$ cat src/verilog/ocs_pkg.sv
// Package with register map, field layout, modes and timing for overcurrent event logic
package ocs_pkg;

    // ==================================================
    // Register byte addresses
    localparam logic [7:0] OCS_ADDR_MODE = 8'h80;
    localparam logic [7:0] OCS_ADDR_MATCH = 8'h81;
    localparam logic [7:0] OCS_ADDR_STATUS = 8'h82;
    localparam logic [7:0] OCS_ADDR_ENABLE = 8'h83;
    localparam logic [7:0] OCS_ADDR_THR1_LO = 8'h84;
    localparam logic [7:0] OCS_ADDR_THR1_HI = 8'h85;
    localparam logic [7:0] OCS_ADDR_THR2_LO = 8'h86;
    localparam logic [7:0] OCS_ADDR_THR2_HI = 8'h87;
    localparam logic [7:0] OCS_ADDR_DEBOUNCE = 8'h88;

    // ==================================================
    // Field positions inside the status, enable and mode registers
    localparam int OCS_BIT_VALID_LO = 6;
    localparam int OCS_BIT_CHANGE_LO = 0;
    localparam int OCS_BIT_ACTIVE = 7;

    // ==================================================
    // Reset values
    localparam logic [7:0] OCS_RST_DEBOUNCE = 8'h0f;
    localparam logic [9:0] OCS_RST_THRESHOLD = 10'h000;

    // ==================================================
    // Timing: one comparator sample slot per 100 us
    localparam int OCS_CLK_HZ = 40000000;
    localparam int OCS_SLOT_US = 100;
    localparam int OCS_SLOT_CYCLES = (OCS_CLK_HZ / 1000000) * OCS_SLOT_US;
    localparam logic [11:0] OCS_SLOT_LAST = 12'(OCS_SLOT_CYCLES - 1);

    // ==================================================
    // Comparator control modes
    typedef enum logic [1:0] {
        OCS_MODE_OFF = 2'b00,
        OCS_MODE_ONE = 2'b01,
        OCS_MODE_TWO = 2'b10,
        OCS_MODE_BOTH = 2'b11
    } ocs_mode_e;

    // Register write request, one byte
    typedef struct packed {
        logic wr;
        logic [7:0] addr;
        logic [7:0] data;
    } ocs_wr_s;

    // Effective thresholds driven to the DACs
    typedef struct packed {
        logic [9:0] one;
        logic [9:0] two;
    } ocs_thr_s;

endpackage : ocs_pkg

$ cat src/verilog/ocs_event_logic.sv
// Overcurrent sense sampler, debouncer, event flags and interrupt
`timescale 1ns/1ps

// Overview of operation
// - First debounced result after enable sets valid
// - Debounced match toggle sets change flag
// - Writing one clears a flag
// - Valid enable routes valid flag to interrupt
// - Match enable routes change flag to interrupt
// - Threshold takes effect on upper byte
// - Debounce period in 100 us units
// - Two-bit mode selects channels or off
// - Sample every 100 us, alternating halves
// - Unsampled channel match held cleared
module ocs_event_logic (
    input wire logic clock,
    input wire logic rst_n,
    input wire ocs_pkg::ocs_wr_s reg_wr,
    input wire logic reg_rd,
    input wire logic [7:0] reg_rd_addr,
    output logic [7:0] reg_rdata_ff,
    input wire logic sense_input_one,
    input wire logic sense_input_two,
    output ocs_pkg::ocs_mode_e comparator_mode_ff,
    output logic sample_select_ff,
    output ocs_pkg::ocs_thr_s threshold_ff,
    output logic overcurrent_interrupt_ff
);
    import ocs_pkg::*;

    // Channel c is sampled in this mode
    function automatic logic chan_on(input ocs_mode_e m, input int c);
        chan_on = (c == 0) ? m[0] : m[1];
    endfunction : chan_on

    // ==================================================
    // Input synchronisers
    logic [1:0] sync1_ff;
    logic [1:0] sync2_ff;

    // Comparator outputs are asynchronous to the core clock
    always_ff @(posedge clock or negedge rst_n) begin
        if (!rst_n) begin
            sync1_ff <= 2'b00;
            sync2_ff <= 2'b00;
        end else begin
            sync1_ff <= {sense_input_two, sense_input_one};
            sync2_ff <= sync1_ff;
        end
    end

    // ==================================================
    // Registers
    logic [3:0] flags_ff;        // {vld2, vld1, chg2, chg1}
    logic [3:0] nxt_flags;
    logic [3:0] irq_en_ff;
    logic [3:0] nxt_irq_en;
    logic [7:0] period_ff;
    logic [7:0] nxt_period;
    logic [7:0] thr_lo1_ff;
    logic [7:0] nxt_thr_lo1;
    logic [7:0] thr_lo2_ff;
    logic [7:0] nxt_thr_lo2;
    ocs_mode_e nxt_mode;
    ocs_thr_s nxt_threshold;
    logic [7:0] nxt_rdata;
    logic nxt_irq;
    logic [1:0] match_bits;
    logic [1:0] dec_valid;
    logic [1:0] dec_change;
    logic [3:0] clr_mask;

    // Register writes, flag updates and read data
    always_comb begin
        nxt_mode = comparator_mode_ff;
        nxt_irq_en = irq_en_ff;
        nxt_period = period_ff;
        nxt_thr_lo1 = thr_lo1_ff;
        nxt_thr_lo2 = thr_lo2_ff;
        nxt_threshold = threshold_ff;
        clr_mask = 4'h0;
        if (reg_wr.wr) begin
            unique case (reg_wr.addr)
                OCS_ADDR_MODE: nxt_mode = ocs_mode_e'(reg_wr.data[1:0]);
                OCS_ADDR_STATUS: begin
                    clr_mask = {reg_wr.data[OCS_BIT_VALID_LO +: 2],
                        reg_wr.data[OCS_BIT_CHANGE_LO +: 2]};
                end
                OCS_ADDR_ENABLE: begin
                    nxt_irq_en = {reg_wr.data[OCS_BIT_VALID_LO +: 2],
                        reg_wr.data[OCS_BIT_CHANGE_LO +: 2]};
                end
                // Low byte parks until the upper byte arrives, so the DAC never
                // sees a half-written code
                OCS_ADDR_THR1_LO: nxt_thr_lo1 = reg_wr.data;
                OCS_ADDR_THR1_HI: nxt_threshold.one = {reg_wr.data[1:0], thr_lo1_ff};
                OCS_ADDR_THR2_LO: nxt_thr_lo2 = reg_wr.data;
                OCS_ADDR_THR2_HI: nxt_threshold.two = {reg_wr.data[1:0], thr_lo2_ff};
                OCS_ADDR_DEBOUNCE: nxt_period = reg_wr.data;
                default: ;
            endcase
        end
        // Hardware set wins over a clear in the same cycle
        nxt_flags = (flags_ff & ~clr_mask) | {dec_valid, dec_change};
        nxt_irq = |(flags_ff & irq_en_ff);
        nxt_rdata = reg_rdata_ff;
        if (reg_rd) begin
            unique case (reg_rd_addr)
                OCS_ADDR_MODE: nxt_rdata = {comparator_mode_ff != OCS_MODE_OFF, 5'h00,
                    comparator_mode_ff};
                OCS_ADDR_MATCH: nxt_rdata = {6'h00, match_bits};
                OCS_ADDR_STATUS: nxt_rdata = {flags_ff[3:2], 4'h0, flags_ff[1:0]};
                OCS_ADDR_ENABLE: nxt_rdata = {irq_en_ff[3:2], 4'h0, irq_en_ff[1:0]};
                OCS_ADDR_THR1_LO: nxt_rdata = threshold_ff.one[7:0];
                OCS_ADDR_THR1_HI: nxt_rdata = {6'h00, threshold_ff.one[9:8]};
                OCS_ADDR_THR2_LO: nxt_rdata = threshold_ff.two[7:0];
                OCS_ADDR_THR2_HI: nxt_rdata = {6'h00, threshold_ff.two[9:8]};
                OCS_ADDR_DEBOUNCE: nxt_rdata = period_ff;
                default: nxt_rdata = 8'h00;
            endcase
        end
    end

    always_ff @(posedge clock or negedge rst_n) begin
        if (!rst_n) begin
            comparator_mode_ff <= OCS_MODE_OFF;
            irq_en_ff <= 4'h0;
            period_ff <= OCS_RST_DEBOUNCE;
            thr_lo1_ff <= 8'h00;
            thr_lo2_ff <= 8'h00;
            threshold_ff <= {OCS_RST_THRESHOLD, OCS_RST_THRESHOLD};
            flags_ff <= 4'h0;
            overcurrent_interrupt_ff <= 1'b0;
            reg_rdata_ff <= 8'h00;
        end else begin
            comparator_mode_ff <= nxt_mode;
            irq_en_ff <= nxt_irq_en;
            period_ff <= nxt_period;
            thr_lo1_ff <= nxt_thr_lo1;
            thr_lo2_ff <= nxt_thr_lo2;
            threshold_ff <= nxt_threshold;
            flags_ff <= nxt_flags;
            overcurrent_interrupt_ff <= nxt_irq;
            reg_rdata_ff <= nxt_rdata;
        end
    end

    // ==================================================
    // Sample slot timer and channel selection
    logic [11:0] slot_cnt_ff;
    logic [11:0] nxt_slot_cnt;
    logic nxt_sample_select;
    logic slot_tick;

    // Timer idles while powered down so a fresh enable starts a full slot
    always_comb begin
        slot_tick = (comparator_mode_ff != OCS_MODE_OFF) && (slot_cnt_ff == OCS_SLOT_LAST);
        nxt_slot_cnt = 12'h000;
        if (comparator_mode_ff != OCS_MODE_OFF && !slot_tick) begin
            nxt_slot_cnt = 12'(slot_cnt_ff + 12'h001);
        end
        unique case (comparator_mode_ff)
            OCS_MODE_OFF: nxt_sample_select = 1'b0;
            OCS_MODE_ONE: nxt_sample_select = 1'b0;
            OCS_MODE_TWO: nxt_sample_select = 1'b1;
            OCS_MODE_BOTH: nxt_sample_select = slot_tick ? ~sample_select_ff
                : sample_select_ff;
        endcase
    end

    always_ff @(posedge clock or negedge rst_n) begin
        if (!rst_n) begin
            slot_cnt_ff <= 12'h000;
            sample_select_ff <= 1'b0;
        end else begin
            slot_cnt_ff <= nxt_slot_cnt;
            sample_select_ff <= nxt_sample_select;
        end
    end

    // ==================================================
    // Per-channel debouncer
    for (genvar c = 0; c < 2; c++) begin : g_chan
        logic cand_ff;
        logic nxt_cand;
        logic match_ff;
        logic nxt_match;
        logic settled_ff;
        logic nxt_settled;
        logic [7:0] cnt_ff;
        logic [7:0] nxt_cnt;
        logic seen_ff;
        logic nxt_seen;
        logic own_slot;
        logic dv;
        logic dc;

        // Candidate must hold for the whole period before it becomes the match
        always_comb begin
            own_slot = (sample_select_ff == 1'(c));
            nxt_cand = cand_ff;
            nxt_match = match_ff;
            nxt_settled = settled_ff;
            nxt_cnt = cnt_ff;
            nxt_seen = seen_ff;
            dv = 1'b0;
            dc = 1'b0;
            if (!chan_on(comparator_mode_ff, c)) begin
                nxt_cand = 1'b0;
                nxt_match = 1'b0;
                nxt_settled = 1'b0;
                nxt_cnt = 8'h00;
                nxt_seen = 1'b0;
            end else if (slot_tick) begin
                // A channel never looked at yet has no result to report
                nxt_seen = seen_ff | own_slot;
                if (own_slot && sync2_ff[c] != cand_ff) begin
                    nxt_cand = sync2_ff[c];
                    nxt_cnt = 8'h00;
                end else if ((seen_ff || own_slot) && cnt_ff >= period_ff) begin
                    nxt_match = cand_ff;
                    nxt_cnt = 8'h00;
                    dc = cand_ff != match_ff;
                    dv = !settled_ff;
                    nxt_settled = 1'b1;
                end else begin
                    nxt_cnt = 8'(cnt_ff + 8'h01);
                end
            end
        end

        always_ff @(posedge clock or negedge rst_n) begin
            if (!rst_n) begin
                cand_ff <= 1'b0;
                match_ff <= 1'b0;
                settled_ff <= 1'b0;
                cnt_ff <= 8'h00;
                seen_ff <= 1'b0;
            end else begin
                cand_ff <= nxt_cand;
                match_ff <= nxt_match;
                settled_ff <= nxt_settled;
                cnt_ff <= nxt_cnt;
                seen_ff <= nxt_seen;
            end
        end

        assign match_bits[c] = match_ff;
        assign dec_valid[c] = dv;
        assign dec_change[c] = dc;

        // ==================================================
        // Channel checks
        a_match_off_clear: assert property (@(posedge clock) disable iff (!rst_n)
            !chan_on(comparator_mode_ff, c) |=> !match_ff)
            else $error("match bit not cleared for idle channel");
        a_change_on_toggle: assert property (@(posedge clock) disable iff (!rst_n)
            $changed(match_ff) && $past(chan_on(comparator_mode_ff, c)) && match_ff
            |-> flags_ff[c])
            else $error("change flag missing after match toggle");
        a_valid_first: assert property (@(posedge clock) disable iff (!rst_n)
            $rose(settled_ff) |-> flags_ff[2 + c])
            else $error("valid flag missing after first decision");
    end

    // ==================================================
    // Block checks
    a_irq_follows_flags: assert property (@(posedge clock) disable iff (!rst_n)
        ##1 overcurrent_interrupt_ff == |($past(flags_ff) & $past(irq_en_ff)))
        else $error("interrupt does not follow enabled flags");
    a_w1c_clears: assert property (@(posedge clock) disable iff (!rst_n)
        reg_wr.wr && reg_wr.addr == OCS_ADDR_STATUS && reg_wr.data[0] && !dec_change[0]
        |=> !flags_ff[0])
        else $error("write one did not clear change flag");
    a_set_beats_clear: assert property (@(posedge clock) disable iff (!rst_n)
        dec_valid[0] |=> flags_ff[2])
        else $error("set lost against clear");
    a_thr_lo_holds: assert property (@(posedge clock) disable iff (!rst_n)
        reg_wr.wr && reg_wr.addr == OCS_ADDR_THR1_LO |=> $stable(threshold_ff.one))
        else $error("threshold changed on low byte");
    a_thr_hi_commits: assert property (@(posedge clock) disable iff (!rst_n)
        reg_wr.wr && reg_wr.addr == OCS_ADDR_THR1_HI
        |=> threshold_ff.one == {$past(reg_wr.data[1:0]), $past(thr_lo1_ff)})
        else $error("threshold not committed on upper byte");
    a_slot_spacing: assert property (@(posedge clock) disable iff (!rst_n)
        slot_tick && comparator_mode_ff == OCS_MODE_BOTH
        |=> (sample_select_ff != $past(sample_select_ff)) ##0 (!slot_tick [*8]))
        else $error("slot timing or alternation wrong");

endmodule : ocs_event_logic

$ cat config.mk
export PLATFORM = sky130hd
export DESIGN_NAME = ocs_event_logic
export DESIGN_NICKNAME = d
export VERILOG_FILES = /design/src/verilog/ocs_pkg.sv /design/src/verilog/ocs_event_logic.sv
export SDC_FILE = /design/constraint.sdc
export NUM_CORES = 1
export LEC_CHECK = 0
export BUFFER_PORTS_ARGS = -buffer_cell sky130_fd_sc_hd__buf_2
export CAP_MARGIN = 20
export CORE_MARGIN = 5
export CORE_UTILIZATION = 40
export DETAILED_ROUTE_END_ITERATION = 16
export PLACE_DENSITY_LB_ADDON = 0.25
export REMOVE_ABC_BUFFERS = 1
export SYNTH_ARGS = -nofsm -noshare
export SYNTH_HDL_FRONTEND = slang
export SYNTH_SLANG_ARGS = --single-unit
$ cat constraint.sdc
create_clock -name clock -period 4.2 [get_ports clock]
set_input_delay 0.63 -clock clock [delete_from_list [all_inputs] [get_ports clock]]
set_output_delay 0.63 -clock clock [all_outputs]
set_load 0.02 [all_outputs]
After elaboration in Yosys (flattened, before gate mapping). Cells that the tools add are included.

$add $sub $neg: 3. Order comparisons: 2. Eq/ne operators: 34. Multiplexer cells: 56. Bitwise gates (word level): 7. Reductions and logical operators: 26.

Operators by type and width (number): $eq 8x8->1 const B (17); $pmux 8 s9 (1); $mux 8 (8); $mux 1 (43); $reduce_and 2->1 (9); $add 8x1->8 const B (2); $ge 8x8->1 (2); $add 12x1->12 const B (1); $eq 12x12->1 const B (1); $mux 12 (1); $ne 2x1->1 const B (6); $and 4x4->4 (2); $mux 4 (2); $logic_and 1x1->1 (6); $ne 2x2->1 const B (3); $reduce_and 3->1 (2); $eq 2x2->1 const B (2); $ne 1x1->1 (4); $not 4->4 (1); $or 4x4->4 (1); $reduce_or 4->1 (1); $logic_not 1->1 (3); $pmux 1 s3 (1); $eq 2x1->1 const B (1); other kinds (6) (8).

Register bits after elaboration: 104. Bits of input ports: 30. Output and inout port bits: 32. Logic and storage cells: 152.

Longest topological paths before layout.
Word-level depth: 8. Gate-level depth with buffers: 9. Gate-level depth less buffers: 8.

Worst setup path after synthesis. Ideal clock, no wire load.

Path kind: register to register. Start point: reg period_ff[2]. End point: reg g_chan[0].cnt_ff[5]. Library setup time: 0.087 ns. Arrival: 2.419 ns. Required time: 4.113 ns. Path slack: 1.694 ns. Stages on the path, launching flop included: 10. Path buffers: 1. Period minus slack after synthesis: 2.506 ns. Path through: dfstp_2 -> inv_1 -> ha_1 -> and3_1 -> o21ai_1 -> a311oi_1 -> or4b_1 -> buf_2 -> or4_1 -> o211ai_1.

Word-level cells in the longest chain between the ends: 6.

Ends and longest elaborated chain: from (decl) (line ocs_event_logic.sv:58) `logic [7:0] period_ff;`; from (signal assigned) (line ocs_event_logic.sv:138) `period_ff <= nxt_period;`; $ge 8x8->1 (line ocs_event_logic.sv:220) `end else if ((seen_ff || own_slot) && cnt_ff >= period_ff) begin`; $logic_and 1x1->1 (line ocs_event_logic.sv:220); $mux 8 (line ocs_event_logic.sv:220); $mux 8 (line ocs_event_logic.sv:217) `if (own_slot && sync2_ff[c] != cand_ff) begin`; $mux 8 (line ocs_event_logic.sv:214) `end else if (slot_tick) begin`; $mux 8 (line ocs_event_logic.sv:208) `if (!chan_on(comparator_mode_ff, c)) begin`; to (signal assigned) (line ocs_event_logic.sv:243) `cnt_ff <= nxt_cnt;`; to (decl) (line ocs_event_logic.sv:190) `logic [7:0] cnt_ff;`.

Every way passes these cells. The select of a mux whose other input is x is not followed. A chain may end at the register's enable or synchronous reset.

Worst setup path in the final report.
Start point: reg period_ff[1]. End point: reg g_chan[0].cnt_ff[7].

Same word-level chain as after synthesis.

==> flow_summary.yaml <==
finish:
  num-nets-final: 589
  final_util: 0.470
  antenna_cells: 0
  syn_to_final_growth_pct: 14.9
  drive_above_1_share: 0.253
timing:
  relSlewSlack: 0.358
  fin_skew_ps: 8.06
  worst_pin_slew_ps: 962
  fmax_mhz: 366
  hold_viol_final: 0
  rsz0062_at_grt: "false"
  finalCritPeriodShare: 0.651
  min_period_ps: 2740
  final.setup.tns_ps: 0
  finalSetupViolations: 0
  maxSlewViolCount: 0
clock_tree:
  clkTransAtPathRegs_ps: 70
  cts_tree: "built"
  clock-sinks: 104
  cts_buffer_depth: 2
  ctsRootBufferMaster: "clkbuf_16"
  numCtsBuffers: 9
  post_cts_buffers: 0
  cts_resized: 0
  htreeDepth: 3
  holdBufCountCts: 0
  clock_latency_ps: 350
synthesis:
  synth.area.top_cells: "dfrtp_1 (48%), mux2_2 (10%), ha_1 (4.6%)"
  avgSynthCellArea_um2: 10.7
  synth_top_area_share: 0.483
  synth.distinct_cells: 53
  synthesis.area_mm2: 0.00518
  ys_seq_area_frac: 0.504
  syn-instance-count: 483
  synth_top_area_cell: "dfrtp_1"
  ys_seq_elements: 104
  yosysWarnings: 0
  synth_edf_count: 0
  synthFlopType: "dfrtp_1"
  async_flop_share: 1.00
power_and_ir_drop:
  peakVddDrop_v: 0.000228
  swShare: 0.229
  power.leakage_nw: 2.79
  power_frac_seq: 0.502
  power_density_mw_per_mm2: 350
  share_comb_of_total_power: 0.069
  clkPwrFrac: 0.429
  internal_power_w: 0.00160
  switchingPower_w: 0.000478
drt:
  postRouteAntennaNets: 0
  first_iter_violations: 207
  routed_wirelength_mm: 11.4
  first_pass_iters: 4
  viasPerCell: 5.23
  wire_per_inst_um: 15.9
  drcViolationCount: 0
  dr_total_vias: 3751
outcome:
  status: "finished, final reports clean"
floorplanning:
  pin_count: 62
  initial_core_util: 0.409
  rows: 41
  die_x_um: 124
  dieArea_mm2: 0.0153
  coreArea_mm2: 0.0127
  die_h_um: 124
worst_setup_path:
  critPathArrivalTime_ps: 2990
  regToRegSetupSlack_ps: 1460
  crit_type: "flop to flop"
  required_ps: 4460
  path_delay_family: "simple AND/OR/NAND/NOR gates"
  rr_endpoint: "g_chan[0].cnt_ff[7]$_DFFE_PN0P_"
  crit_path_max_fanout: 10
  slowest_stage: "or4b_1"
  crit_buf_inv: 1
  worst-r2r-cell-count: 8
  path_common_cell: "o211ai_1"
  worstSetupEndpointType: "flop"
  cp_cell_sequence: "inv_1, ha_1, nor2b_1, o211ai_1, a311oi_1, or4b_1, or4_1, o211ai_1"
  worstReg2RegStart: "period_ff[1]$_DFFE_PN1P_"
  max_stage_delay_ps: 680
  cp_num_cells: 8
  crit_path_end: "g_chan[0].cnt_ff[7]$_DFFE_PN0P_"
  setup.worst_path.start_class: "flop"
  startpoint: "period_ff[1]$_DFFE_PN1P_"
global_route:
  antenna_found_initial: 0
  grtUsageTotal: 0.163
  grt_first_pass_wirelength_mm: 19.3
  gr-total-overflow: 0
  grt_max_degree: 78
  grt_pass1_vias: 3812
place:
  hpwl_mm: 8.38
  gp_congestion: 0.815
  io_buffer_count: 61
worst_hold_path:
  hold_path_class: "flop to flop"
run:
  maxCapViolations: 0
worst min-delay path by stage:
| stage | start | endpoint | slack [ps] | cells past startpoint |
|---|---|---|---|---|
| global route | sync1_ff[1]$_DFF_PN0_ | sync2_ff[1]$_DFF_PN0_ | 350 | 0 |
| CTS | sync1_ff[0]$_DFF_PN0_ | sync2_ff[0]$_DFF_PN0_ | 350 | 0 |
| floorplan | rst_n | comparator_mode_ff[0]$_DFFE_PN0P_ | 330 | 0 |
| finish | sync1_ff[0]$_DFF_PN0_ | sync2_ff[0]$_DFF_PN0_ | 350 | 0 |
| global placement | sync1_ff[1]$_DFF_PN0_ | sync2_ff[1]$_DFF_PN0_ | 340 | 0 |
| detailed placement | sync1_ff[0]$_DFF_PN0_ | sync2_ff[0]$_DFF_PN0_ | 330 | 0 |
per-layer routing:
layer / GRT usage / wire length, µm
met1: 0.226 / 5550
met2: 0.254 / 5270
met3: 0.0332 / 387
met4: 0.0602 / 188
met5: 0 / 0
power groups by stage:
stage	clock, W	combinational (W)	sequential (W)
floorplan	0	0.0000656	0.00107
global placement	0	0.000144	0.00106
detailed placement	0	0.000147	0.00106
CTS	0.000920	0.000148	0.00104
global route	0.000965	0.000165	0.00105
finish	0.000893	0.000145	0.00104
layout by cell type (no fill, tap or decap), types with 4 or more instances in the layout:
| cell type | instances |
|---|---|
| nor2_1 | 43 |
| mux2i_1 | 6 |
| o31ai_1 | 4 |
| xnor2_1 | 9 |
| dfstp_2 | 4 |
| xor2_1 | 7 |
| dfrtp_1 | 100 |
| a21oi_1 | 18 |
| clkbuf_16 | 9 |
| nand4_1 | 6 |
| a221o_1 | 4 |
| nand3_1 | 23 |
| ha_1 | 19 |
| nor2b_1 | 13 |
| a22oi_1 | 6 |
| and3_1 | 6 |
| nand2_1 | 46 |
| o2bb2ai_1 | 10 |
| mux2_2 | 47 |
| nor3_1 | 7 |
| inv_1 | 17 |
| buf_4 | 4 |
| a21boi_0 | 4 |
| buf_2 | 60 |
| o21ai_0 | 19 |
synth_stat cells (all sizes together) (4+ instances only):
| library cell | instances |
|---|---|
| buf | 4 |
| o2bb2ai | 10 |
| nand4 | 6 |
| nor3 | 7 |
| a221o | 4 |
| and3 | 6 |
| a21boi | 4 |
| dfstp | 4 |
| inv | 17 |
| o31ai | 4 |
| dfrtp | 100 |
| nand3 | 25 |
| xor2 | 7 |
| nor2b | 13 |
| xnor2 | 9 |
| a22oi | 6 |
| nand2 | 46 |
| clkbuf | 14 |
| mux2 | 47 |
| mux2i | 6 |
| a21oi | 18 |
| and2 | 4 |
| o21ai | 20 |
| ha | 19 |
| nor2 | 43 |
worst register-to-register path: cells and delay by family, from the launching register on:
family,cells,cell delay (ps)
compound gates,3,400
fa+ha+maj,1,300
buf+inv,1,60
flops,1,540
simple gates,3,1340
logic make-up (layout without fill, tap and decap cells):
logic type                 Yosys count  in the layout  share of synthesized area
adders and majority gates           19             19                     0.0459
xor gates and xnor gates            16             16                     0.0271
AOI/OAI and AO/OA                   85             85                      0.111
buffers and inverters               35             97                     0.0292
and+or+nand+nor                    169            169                      0.160
DFF                                104            104                      0.504
muxes                               55             55                      0.123
stage by stage:
step | setup WS, ps | std cells | total power (W) | hold slack (ps) | instance area [µm²]
6_report | 1460 | 717 | 0.00208 | 350 | 5950
5_1_grt | 1350 | 717 | 0.00218 | 355 | 5950
4_1_cts | 1480 | 717 | 0.00211 | 351 | 5950
3_5_place_dp | 1510 | 701 | 0.00121 | 335 | 5640
3_3_place_gp | 1570 | 701 | 0.00121 | 337 | 5640
2_1_floorplan | 1680 | 465 | 0.00113 | 331 | 5090
flip-flops by register name, indices dropped and copies added, names as in the netlist:
| name | cells |
|---|---|
| sync2_ff | 2 |
| thr_lo1_ff | 8 |
| irq_en_ff | 4 |
| g_chan.seen_ff | 2 |
| reg_rdata_ff | 8 |
| overcurrent_interrupt_ff | 1 |
| comparator_mode_ff | 2 |
| g_chan.match_ff | 2 |
| g_chan.settled_ff | 2 |
| flags_ff | 4 |
| g_chan.cand_ff | 2 |
| period_ff | 8 |
| thr_lo2_ff | 8 |
| slot_cnt_ff | 12 |
| sync1_ff | 2 |
| threshold_ff | 20 |
| g_chan.cnt_ff | 16 |
| sample_select_ff | 1 |
cell type report:
class | count | area (µm²)
Fill cell | 1192 | 6720
Sequential cell | 104 | 2610
Multi-Input combinational cell | 344 | 2420
Timing Repair Buffer | 64 | 330
Clock buffer | 11 | 233
Tap cell | 172 | 215
Clock inverter | 5 | 81.3
Inverter | 17 | 63.8
Note: power is estimated with default switching activity, not from simulation.
